--- config.mk ---
export PLATFORM = sky130hd
export DESIGN_NAME = useq_sequencer
export DESIGN_NICKNAME = d
export VERILOG_FILES = /design/src/rtl/useq_pkg.sv /design/src/rtl/useq_incr.sv /design/src/rtl/useq_sequencer.sv
export VERILOG_INCLUDE_DIRS = /design/src /design/src/rtl
export SDC_FILE = /design/constraint.sdc
export NUM_CORES = 1
export LEC_CHECK = 0
export ABC_CLOCK_PERIOD_IN_PS = 2840
export BUFFER_PORTS_ARGS = -buffer_cell sky130_fd_sc_hd__buf_4
export CORE_UTILIZATION = 40
export CTS_CLUSTER_SIZE = 30
export DETAILED_ROUTE_END_ITERATION = 10
export PLACE_DENSITY_LB_ADDON = 0.1
export SLEW_MARGIN = 10
export SYNTH_ARGS = -nofsm -noshare
export SYNTH_HDL_FRONTEND = slang
export SYNTH_SLANG_ARGS = --single-unit
--- constraint.sdc ---
create_clock -name i_sys_clk -period 2.84 [get_ports i_sys_clk]
set_clock_uncertainty 0.05 [all_clocks]
set_input_delay 0.568 -clock i_sys_clk [delete_from_list [all_inputs] [get_ports i_sys_clk]]
set_output_delay 0.568 -clock i_sys_clk [all_outputs]
set_load 0.01 [all_outputs]
--- src/rtl/useq_consts.svh ---
// Constants for the microprogram address sequencer slice
`ifndef USEQ_CONSTS_SVH
`define USEQ_CONSTS_SVH
`define USEQ_WIDTH 4
`define USEQ_DEPTH 4
`define USEQ_SEL_COUNTER 2'h0
`define USEQ_SEL_HOLD 2'h1
`define USEQ_SEL_STACK 2'h2
`define USEQ_SEL_BRANCH 2'h3
`define USEQ_RESET_VALUE 4'h0
`endif

--- src/rtl/useq_pkg.sv ---
// Types for the microprogram address sequencer slice
package useq_pkg;
    typedef enum logic [1:0] {
        SRC_COUNTER = 2'h0,
        SRC_HOLD = 2'h1,
        SRC_STACK = 2'h2,
        SRC_BRANCH = 2'h3
    } source_select_t;

    typedef struct packed {
        source_select_t source_select;
        logic stack_cmd_enable_n;
        logic push_pop_dir;
    } seq_cmd_t;
endpackage : useq_pkg

--- src/rtl/useq_incr.sv ---
// Ripple incrementer with carry in and carry out
`timescale 1ns/1ps
module useq_incr #(
    parameter int WIDTH = 4
) (
    input wire logic [WIDTH-1:0] i_value,
    input wire logic i_carry,
    output logic [WIDTH-1:0] o_sum,
    output logic o_carry
);
    wire [WIDTH:0] full_sum;

    assign full_sum = {1'b0, i_value} + {{WIDTH{1'b0}}, i_carry};
    assign o_sum = full_sum[WIDTH-1:0];
    assign o_carry = full_sum[WIDTH];
endmodule : useq_incr

--- src/rtl/useq_sequencer.sv ---
// Microprogram address sequencer slice: source mux, counter, hold latch, stack
`timescale 1ns/1ps
`include "useq_consts.svh"
module useq_sequencer #(
    parameter int WIDTH = `USEQ_WIDTH,
    parameter int DEPTH = `USEQ_DEPTH
) (
    input wire logic i_sys_clk,
    input wire logic i_srst,
    input wire logic i_clk_en,
    input wire useq_pkg::seq_cmd_t i_cmd,
    input wire logic i_hold_latch_load_en_n,
    input wire logic [WIDTH-1:0] i_hold_latch_inputs,
    input wire logic [WIDTH-1:0] i_branch_inputs,
    input wire logic [WIDTH-1:0] i_output_force_one,
    input wire logic i_output_clear_n,
    input wire logic i_output_drive_en_n,
    input wire logic i_incr_carry_in,
    output logic [WIDTH-1:0] o_next_addr_bus,
    output logic [WIDTH-1:0] o_next_addr_bus_oe,
    output logic o_incr_carry_out
);
    localparam int PW = $clog2(DEPTH);

    // ----------------------------------------------------------------
    // State
    // ----------------------------------------------------------------
    // Reset is an addition for simulation; the slice itself has none
    logic [WIDTH-1:0] sequence_counter;
    logic [WIDTH-1:0] branch_hold_latch;
    logic [WIDTH-1:0] stack_words [DEPTH];
    logic [PW-1:0] stack_index;

    // ----------------------------------------------------------------
    // Address selection and output control
    // ----------------------------------------------------------------
    wire [WIDTH-1:0] stack_top;
    wire [WIDTH-1:0] selected_addr;
    wire [WIDTH-1:0] shaped_addr;
    wire [WIDTH-1:0] next_counter;
    wire do_push;
    wire do_pop;
    wire [PW-1:0] next_index;

    assign stack_top = stack_words[stack_index];
    // Combinational mux: address valid within the cycle the select is applied
    assign selected_addr =
        (i_cmd.source_select == useq_pkg::SRC_COUNTER) ? sequence_counter :
        (i_cmd.source_select == useq_pkg::SRC_HOLD) ? branch_hold_latch :
        (i_cmd.source_select == useq_pkg::SRC_STACK) ? stack_top :
        i_branch_inputs;
    // Clear beats force-one; drive enable beats both
    assign shaped_addr = i_output_clear_n ? (selected_addr | i_output_force_one)
                                          : {WIDTH{1'b0}};
    assign o_next_addr_bus = shaped_addr;
    assign o_next_addr_bus_oe = {WIDTH{~i_output_drive_en_n}};

    // Counter takes the shaped bus value, so clear and force-one also steer the next count
    useq_incr #(
        .WIDTH(WIDTH)
    ) u_incr (
        .i_value(shaped_addr),
        .i_carry(i_incr_carry_in),
        .o_sum(next_counter),
        .o_carry(o_incr_carry_out)
    );

    // ----------------------------------------------------------------
    // Stack control
    // ----------------------------------------------------------------
    assign do_push = ~i_cmd.stack_cmd_enable_n & i_cmd.push_pop_dir;
    assign do_pop = ~i_cmd.stack_cmd_enable_n & ~i_cmd.push_pop_dir;
    assign next_index = do_push ? PW'(stack_index + 1'b1) :
                        do_pop ? PW'(stack_index - 1'b1) : stack_index;

    always_ff @(posedge i_sys_clk)
    begin
        if (i_srst)
        begin
            sequence_counter <= `USEQ_RESET_VALUE;
            branch_hold_latch <= `USEQ_RESET_VALUE;
            stack_index <= '0;
        end
        else if (i_clk_en)
        begin
            sequence_counter <= next_counter;
            stack_index <= next_index;
            if (!i_hold_latch_load_en_n)
            begin
                branch_hold_latch <= i_hold_latch_inputs;
            end
        end
    end

    // Stack words hold no reset; contents are undefined until pushed
    always_ff @(posedge i_sys_clk)
    begin
        if (i_clk_en && !i_srst && do_push)
        begin
            stack_words[PW'(stack_index + 1'b1)] <= sequence_counter;
        end
    end
endmodule : useq_sequencer

==> results of run 1 <==
[Yosys cell counts, types with 2 or more instances]
cell type  instances
buf_2              2
dfxtp_1           12
clkbuf_1           3
a21oi_1            2
buf_4              3
xnor2_1            3
mux2i_1            8
nor2_1            12
edfxtp_1          16
a31oi_1            2
inv_1              6
nand2_1            3
a211oi_1           2
nor2b_1            6
mux2_2             3
and2_1             5
nand3_1            5
mux4_2             3
ha_1               6
[tightest hold or removal path, cell delays in order]
cell and delay [ns]:
buf_4 0.08, mux2i_1 0.05, nor2_1 0.07
[cells by family (layout without fill, tap and decap cells)]
logic type	Yosys count	count (layout)
compound gates	15	15
xor+xnor	3	3
fa+ha+maj	6	6
buf+inv	15	46
flops	28	28
mux	14	14
simple gates	37	37
[power groups by stage]
stage | Sequential (W) | Combinational, W | Clock (W)
3_5_place_dp | 0.000467 | 0.000134 | 0
4_1_cts | 0.000458 | 0.000139 | 0.000170
2_1_floorplan | 0.000462 | 0.0000846 | 0
5_1_grt | 0.000460 | 0.000157 | 0.000182
3_3_place_gp | 0.000465 | 0.000132 | 0
6_report | 0.000457 | 0.000142 | 0.000162
[per-layer routing]
layer,track usage [%],share of wire (%),wire length (um)
met1,21.4,46,1280
met2,24.8,50,1370
met3,2.73,2.6,72
met4,7.14,1.2,33
met5,0,0,0
[path summary, 6_finish.rpt]
path,from,to,slack (ns),cells past startpoint
min reg2reg,branch_hold_latch[1]$_SDFFE_PP0P_,branch_hold_latch[1]$_SDFFE_PP0P_,0.46,2
min,i_hold_latch_inputs[2],branch_hold_latch[2]$_SDFFE_PP0P_,0.42,3
max,stack_words[3][0]$_DFFE_PP_,o_incr_carry_out,-0.23,7
max reg2reg,stack_words[3][0]$_DFFE_PP_,sequence_counter[2]$_SDFFE_PP0P_,0.38,8
[flip-flops by register name, indices dropped and copies added, names as in the netlist, named ones only]
signal and flops:
sequence_counter 4, stack_index 2, stack_words 16, branch_hold_latch 4
[cell type report]
cell class / instances / area [um2] / share of cell area, %
multi-input combinational: 75 / 637 / 36.5
tap: 46 / 57.6 / 3.30
inverter: 6 / 22.5 / 1.29
clock inverter: 1 / 3.75 / 0.215
timing repair buffer: 36 / 278 / 15.9
sequential: 28 / 722 / 41.4
clock buffer: 3 / 22.5 / 1.29
[through the flow]
step                instance area, um2  worst slack, ns  setup TNS [ns]  hold WS (ns)  total power [W]
floorplan                         1410           0.0904               0         0.401         0.000546
global placement                  1660           0.0718               0         0.430         0.000598
detailed placement                1660           0.0209               0         0.438         0.000601
CTS                               1730           -0.279          -0.279         0.407         0.000767
global route                      1740           -0.324          -0.324         0.414         0.000799
finish                            1740           -0.234          -0.234         0.422         0.000762
[repair_timing]
action                                  in CTS  in global routing
pin swaps                                    2                  2
hold buffers                                 0                  0
gates resized for setup                      6                  2
endpoints found under the setup margin       1                  1
setup buffers                                2                  0
endpoints found under the hold margin        0                  0
==> summary.md, run 1 <==
| Metric | Value |
|---|---|
| Initial antenna violation count | 0 |
| H-tree depth | 1 |
| Pin count of the biggest net entering global routing | 16 |
| Worst-path maximum fanout | 2 |
| Psw | 0.000188 W |
| TritonCTS clock tree | yes |
| Share of layout cells above drive strength 1 | 36.2% |
| Comb pwr share | 18.7% |
| Final WS setup | -0.234 ns |
| Synth cell types | 35 |
| FILL cells | 341 |
| Max-cap viol count | 0 |
| Register area share after synthesis | 51.3% |
| Final core occ | 51.8% |
| Final hold vios | 0 |
| Drt wl/cell | 14.1 um |
| Std cell rows | 21 |
| Area delta synth->final | 24.0% |
| Diode count | 0 |
| Max-slew violations | 0 |
| Post-synth EDFFs | 16 |
| CP required | 2.22 ns |
| PortBufs | 31 |
| Post-Syn Area | 0.00141 mm2 |
| CP arrival | 2.46 ns |
| Die Span Y | 61.3 um |
| Syn_nets | 147 |
| Fin crit period | 3.07 ns |
| Clock Latency Late Sink | 0.32 ns |
| Initial core utilization | 41.8% |
| Peak supply drop | 0.182 mV |
| Status | complete, but fails checks |
| CTS root buf | clkbuf_4 |
| Sw Share | 24.7% |
| Compound-Gate Fraction of Synth Area | 9.35% |
| Fmax | 325 MHz |
| TritonCTS buffer count | 3 |
| Failing checks | setup timing |
| Critical path's slowest cell | mux4_2 |
| Biggest cell delay along the critical path | 0.48 ns |
| RSZ-0062 raised after global routing | true |
| Final GP Congestion | 0.828 |
| Adder-cell share of the synthesized area | 5.34% |
| Hold WC Path Type | input port to register |
| Simple-Gate Fraction of Synth Area | 13.7% |
| Kind of start point of the critical path | register |
| Leading cell type in the layout, fill and taps excluded | buf_4 |
| Main combinational cell family by area after synthesis | simple AND/OR/NAND/NOR gates |
| DRC errors left | 0 |
| Yosys top cell area share | 34.2% |
| Vias in the first global route | 850 |
| Sequential group share of total power | 60.1% |
| Final WL | 2760 um |
| Initial DRC Count | 27 |
| Synth Instances | 118 |
| Core area | 0.00336 mm2 |
| Mean post-synth cell area | 11.9 um2 |
| Synth Register Bits | 28 |
| CTS sink cnt | 28 |
| Antenna Nets Post-Route | 0 |
| Post-Layout Cell Count | 195 |
| Critical path class | register to output port |
| Net count, final | 179 |
| Routed vias | 971 |
| Worst-path clk slew | 0.14 ns |
| Crit path max-delay family | multiplexers |
| Total die area | 0.00375 mm2 |
| DP HPWL | 2150 um |
| Crit path cell chain | mux4_2, mux4_2, o21a_1, ha_4, ha_4, and3_4, buf_6 |
| Slew margin rel. | 65.8% |
| IO Pins | 32 |
| PwrDens | 437 mW/mm2 |
| Worst Tran Pin Value | 0.506 ns |
| Clock share of power | 21.3% |
| Synth Flop Type | edfxtp_1 |
| Horiz. Die Dim | 61.3 um |
| CP Capture Type | output port |
| Avg Vias per Cell | 4.98 |
| Mux share of post-synthesis cell area | 12.9% |
| DP Cell Count | 189 |
| Global route overflow | 0 |
| Most frequent cells in the layout | buf_4, edfxtp_1, nor2_1 |
| Xor and xnor fraction of the mapped netlist area | 1.87% |
| Synth warn | 0 |
| Power Internal | 0.000574 W |
| Share of synthesized flip-flops with an asynchronous set or reset | 0% |
| LEAKAGE | 0.686 nW |
| Drt first pass iters | 4 |
| Period utilisation layout | 108% |
| Max clock buf depth | 2 |
| Worst path buffer plus inverter count | 1 |
| Total GRT Usage | 15.8% |
| First-pass GRT wire length | 4080 um |
| Setup Viol. Count Final | 1 |
| Synth area leader | edfxtp_1 |
| Top cells by area, synth | edfxtp_1, dfxtp_1, mux2i_1 |
(Power assumes the default switching activity.)
==> run 2: changes to the inputs <==
--- a/config.mk
+++ b/config.mk
@@ -8,6 +8,8 @@
 export LEC_CHECK = 0
 export ABC_CLOCK_PERIOD_IN_PS = 2840
 export BUFFER_PORTS_ARGS = -buffer_cell sky130_fd_sc_hd__buf_4
+export CELL_PAD_IN_SITES_DETAIL_PLACEMENT = 0
+export CELL_PAD_IN_SITES_GLOBAL_PLACEMENT = 1
 export CORE_UTILIZATION = 40
 export CTS_CLUSTER_SIZE = 30
 export DETAILED_ROUTE_END_ITERATION = 10
==> run 2 against run 1 <==
Die area stayed put. Register-to-register slack hardly changed. Power is 0.13% higher. The flow still finishes with violations (setup timing). Largest power group unchanged.
==> summary.md, run 2 (same netlist as run 1, synthesis figures left out) <==
| Metric | Value |
|---|---|
| Worst Tran Pin Value | 0.526 ns |
| Kind of start point of the critical path | register |
| RSZ-0062 raised after global routing | true |
| CTS sink cnt | 28 |
| Min Hold Slack | 0.418 ns |
| Pin count of the biggest net entering global routing | 16 |
| Psw | 0.000189 W |
| DP HPWL | 2160 um |
| Area after DPL | 0.00166 mm2 |
| CP Capture Type | output port |
| Top flop regs | stack_words: 16 flops, branch_hold_latch: 4 flops, sequence_counter: 4 flops |
| Max FFs per register | 16 |
| Vias in the first global route | 889 |
| Routed vias | 969 |
| CTS root buf | clkbuf_4 |
| Final hold vios | 0 |
| Most flops, register | stack_words |
| PwrDens | 437 mW/mm2 |
| Period utilisation layout | 108% |
| Most frequent cells in the layout | buf_4, edfxtp_1, nor2_1 |
| FILL cells | 338 |
| CP required | 2.22 ns |
| Clock Latency Late Sink | 0.32 ns |
| Die Span Y | 61.3 um |
| Biggest cell delay along the critical path | 0.46 ns |
| First-pass GRT wire length | 4330 um |
| Fmax | 325 MHz |
| Peak supply drop | 0.299 mV |
| Avg Vias per Cell | 4.97 |
| Initial DRC Count | 24 |
| Fin crit period | 3.07 ns |
| Drt first pass iters | 4 |
| TritonCTS clock tree | yes |
| Leading cell type in the layout, fill and taps excluded | buf_4 |
| Status | complete, but fails checks |
| Max clock buf depth | 2 |
| Global route overflow | 0 |
| Final WL | 2830 um |
| Critical path class | register to output port |
| Comb pwr share | 18.9% |
| Initial antenna violation count | 0 |
| Power Internal | 0.000574 W |
| Horiz. Die Dim | 61.3 um |
| H-tree depth | 1 |
| Sw Share | 24.7% |
| Worst-path clk slew | 0.14 ns |
| Post-Layout Cell Count | 195 |
| LEAKAGE | 0.690 nW |
| IO Pins | 32 |
| Sequential group share of total power | 59.9% |
| Hold WC Path Type | input port to register |
| Initial core utilization | 41.8% |
| Slew margin rel. | 64.5% |
| Total GRT Usage | 16.7% |
| Antenna Nets Post-Route | 0 |
| Share of layout cells above drive strength 1 | 36.9% |
| Diode count | 0 |
| Std cell rows | 21 |
| Net count, final | 179 |
| Core area | 0.00336 mm2 |
| TritonCTS buffer count | 3 |
| DRC errors left | 0 |
| Clock share of power | 21.2% |
| Total die area | 0.00375 mm2 |
| Area delta synth->final | 24.3% |
| Worst path buffer plus inverter count | 1 |
| Critical path's slowest cell | mux4_2 |
| CP arrival | 2.46 ns |
| Setup Viol. Count Final | 1 |
| Failing checks | setup timing |
| DP Cell Count | 189 |
| Drt wl/cell | 14.5 um |
| Final WS setup | -0.234 ns |
| Final GP Congestion | 0.746 |
| Crit path max-delay family | multiplexers |
| Max-cap viol count | 0 |
| Max-slew violations | 0 |
| Crit path cell chain | mux4_2, mux4_2, o21a_1, ha_4, ha_4, and3_4, buf_6 |
| Final core occ | 51.9% |
| PortBufs | 31 |
| Worst-path maximum fanout | 2 |
| Cell area after layout | 0.00175 mm2 |
[run 2: cell counts in the layout (fill, tap and decap cells not counted)]
No cell type changed its count.
[run 2: worst paths after layout]
path	start	to	slack, ns	cells past startpoint
setup / recovery	stack_words[3][0]$_DFFE_PP_	o_incr_carry_out	-0.23	7
hold / removal	i_hold_latch_inputs[2]	branch_hold_latch[2]$_SDFFE_PP0P_	0.42	3
setup reg to reg	stack_words[3][0]$_DFFE_PP_	sequence_counter[2]$_SDFFE_PP0P_	0.38	8
hold reg to reg	branch_hold_latch[2]$_SDFFE_PP0P_	branch_hold_latch[2]$_SDFFE_PP0P_	0.47	2
[run 2: metrics by stage]
step	setup slack, ns	power [W]	setup TNS [ns]
4_1_cts	-0.253	0.000764	-0.253
5_1_grt	-0.316	0.000805	-0.316
3_3_place_gp	0.0771	0.000600	0
6_report	-0.234	0.000763	-0.234
3_5_place_dp	0.0286	0.000601	0
2_1_floorplan	0.0904	0.000546	0
[run 2: what timing repair did]
item                       4_1_cts  5_1_grt
cloned                           0        0
pin swaps                        2        3
setup endpoints to repair        1        2
setup buffers                    3        0
gates resized for setup          6        3
hold buffers                     0        0
[run 2: power groups by stage]
stage | logic (W) | registers (W) | clock network [W]
after floorplan | 0.0000846 | 0.000462 | 0
after global placement | 0.000135 | 0.000465 | 0
after detailed placement | 0.000135 | 0.000466 | 0
after CTS | 0.000143 | 0.000457 | 0.000165
after global routing | 0.000158 | 0.000459 | 0.000188
final | 0.000144 | 0.000457 | 0.000162
[run 2: layer usage]
layer  vias up  global-route usage, %  routed length [um]
li1        483                      -                   -
met1       466                   21.3                1270
met2        18                   28.1                1430
met3         2                   3.36                 104
met4         0                   5.84                  19
met5         -                      0                   0
[run 2: layout make-up]
class / instances / area (um2) / share of cell area (%)
sequential: 28 / 722 / 41.3
multi-input combinational: 75 / 644 / 36.9
timing repair buffer: 36 / 274 / 15.7
tap: 46 / 57.6 / 3.30
clock buffer: 3 / 22.5 / 1.29
inverter: 6 / 22.5 / 1.29
clock inverter: 1 / 3.75 / 0.215
[run 2: worst min-delay path: cells and delay by family]
kind                   cells  cell delay, ns
muxes                      1            0.05
and+or+nand+nor            1            0.07
buffers and inverters      1            0.07
==> run 3: changes to the inputs <==
--- a/config.mk
+++ b/config.mk
@@ -6,7 +6,7 @@
 export SDC_FILE = /design/constraint.sdc
 export NUM_CORES = 1
 export LEC_CHECK = 0
-export ABC_CLOCK_PERIOD_IN_PS = 2840
+export ABC_CLOCK_PERIOD_IN_PS = 3500
 export BUFFER_PORTS_ARGS = -buffer_cell sky130_fd_sc_hd__buf_4
 export CELL_PAD_IN_SITES_DETAIL_PLACEMENT = 0
 export CELL_PAD_IN_SITES_GLOBAL_PLACEMENT = 1
==> constraint.sdc (replaced) <==
create_clock -name i_sys_clk -period 3.5 [get_ports i_sys_clk]
set_clock_uncertainty 0.05 [all_clocks]
set_input_delay 0.175 -clock i_sys_clk [delete_from_list [all_inputs] [get_ports i_sys_clk]]
set_output_delay 0.175 -clock i_sys_clk [all_outputs]
set_load 0.01 [all_outputs]
==> run 3 against run 2 <==
The flow now finishes without violations. Worst hold slack lost 0.41 ns. Register-to-register slack gained 0.51 ns. Core utilization shrank 1.3 points. Clock-buffer cell count is the same. Combinational power shrank 28%. Cell count shrank 2.1%. Highest routed layer unchanged.
==> summary.md, run 3 (same netlist as run 1, synthesis figures left out) <==
| Metric | Value |
|---|---|
| PwrDens | 406 mW/mm2 |
| Max-slew violations | 0 |
| Hold Path Depth | 3 |
| RSZ-0062 raised after global routing | false |
| Drt wl/cell | 14.9 um |
| DP HPWL | 2160 um |
| Period utilisation layout | 85.9% |
| Routed vias | 942 |
| CP Capture Type | output port |
| Global route overflow | 0 |
| Post-CTS sizing | 0 |
| Total GRT Usage | 17.0% |
| Max-cap viol count | 0 |
| Fin crit period | 3.01 ns |
| Final core occ | 50.6% |
| Top flop regs | stack_words: 16 flops, branch_hold_latch: 4 flops, sequence_counter: 4 flops |
| Diode count | 0 |
| Setup Viol. Count Final | 0 |
| Core area | 0.00336 mm2 |
| Total die area | 0.00375 mm2 |
| Drt first pass iters | 4 |
| Max FFs per register | 16 |
| Share of layout cells above drive strength 1 | 31.7% |
| Critical path's slowest cell | mux4_2 |
| FILL cells | 338 |
| Critical path class | register to output port |
| Std cell rows | 21 |
| Vias in the first global route | 930 |
| Worst-path maximum fanout | 6 |
| Crit path cell chain | mux4_2, mux4_2, o21a_1, ha_1, ha_1, and3_1, buf_4 |
| Worst R2R Setup Slack | 0.89 ns |
| First-pass GRT wire length | 4410 um |
| Horiz. Die Dim | 61.3 um |
| Clock Latency Late Sink | 0.34 ns |
| Post-Layout Cell Count | 191 |
| PortBufs | 31 |
| Hold path endpoint | branch_hold_latch[2]$_SDFFE_PP0P_ |
| Final hold vios | 0 |
| CTS sink cnt | 28 |
| Reg2reg path depth | 7 |
| LEAKAGE | 0.678 nW |
| CP required | 3.27 ns |
| R2r endpoint | sequence_counter[2]$_SDFFE_PP0P_ |
| Worst-path clk slew | 0.15 ns |
| DP Cell Count | 186 |
| Die Span Y | 61.3 um |
| Fmax | 333 MHz |
| Status | finished clean |
| IO Pins | 32 |
| Initial DRC Count | 28 |
| TritonCTS buffer count | 3 |
| CTS root buf | clkbuf_4 |
| Hold buffer count at cts | 1 |
| Max clock buf depth | 2 |
| Hold WC Path Type | input port to register |
| Kind of start point of the critical path | register |
| Worst hold start | i_hold_latch_inputs[2] |
| Power consumption | 0.000691 W |
| Most flops, register | stack_words |
| Net count, final | 175 |
| Pin count of the biggest net entering global routing | 17 |
| Avg Vias per Cell | 4.93 |
| Area taken by multi-input logic gates | 607 um2 |
| Slew margin rel. | 63.7% |
| H-tree depth | 1 |
| DRC errors left | 0 |
| Setup TNS | 0 ns |
| Register area | 721 um2 |
| TritonCTS clock tree | yes |
| Antenna Nets Post-Route | 0 |
| Post-CTS Setup Bufs | 0 |
| Leading cell type in the layout, fill and taps excluded | buf_4 |
| Peak supply drop | 0.215 mV |
| Final GP Congestion | 0.775 |
| Initial antenna violation count | 0 |
| Area delta synth->final | 21.2% |
| Final WL | 2850 um |
| Most frequent cells in the layout | buf_4, edfxtp_1, nor2_1, dfxtp_1, mux2i_1 |
| Initial core utilization | 41.8% |
| Biggest cell delay along the critical path | 0.57 ns |
| Worst Tran Pin Value | 0.538 ns |
| CP arrival | 2.78 ns |
run 3: where the power goes:
part	internal (W)	switching, W	leakage [nW]	total (W)
clock	0.000116	0.0000976	0.0279	0.000214
combinational	0.0000569	0.0000474	0.406	0.000104
sequential	0.000360	0.0000133	0.244	0.000373
run 3: final cells by class:
type                    instances  area share [%]
flip-flops and latches         28            42.3
well taps                      46            3.38
clock buffers                   3            1.32
inverters                       6            1.32
repair buffers                 32            14.3
multi-input cells              75            35.6
clock inverters                 1            1.76
run 3: layer usage:
layer	vias up	part of all wire, %	GRT usage, %
li1	472	-	-
met1	448	45	21.3
met2	17	50	29.0
met3	5	2.6	1.89
met4	0	2.0	8.77
met5	-	0	0
run 3: per-stage QoR:
stage | cell area, um2 | setup WS, ns | hold WS, ns
finish | 1700 | 0.493 | 0.0108
global route | 1700 | 0.366 | 0.0283
CTS | 1700 | 0.473 | 0.00258
detailed placement | 1640 | 0.897 | 0.368
global placement | 1640 | 0.940 | 0.358
floorplan | 1410 | 1.09 | 0.272
run 3: worst max-delay path by stage:
stage	to	slack, ns
after floorplan	sequence_counter[2]$_SDFFE_PP0P_	1.09
after global placement	o_incr_carry_out	0.94
after detailed placement	o_incr_carry_out	0.90
after CTS	o_incr_carry_out	0.47
after global routing	o_incr_carry_out	0.37
final	o_incr_carry_out	0.49
run 3: worst max-delay path, delay by kind of cell (launching register included):
family	cells	cell delay, ns
buffers and inverters	1	0.14
adders and majority gates	2	0.42
AOI/OAI and AO/OA	1	0.20
DFF	1	0.50
muxes	2	1.04
and+or+nand+nor	1	0.15
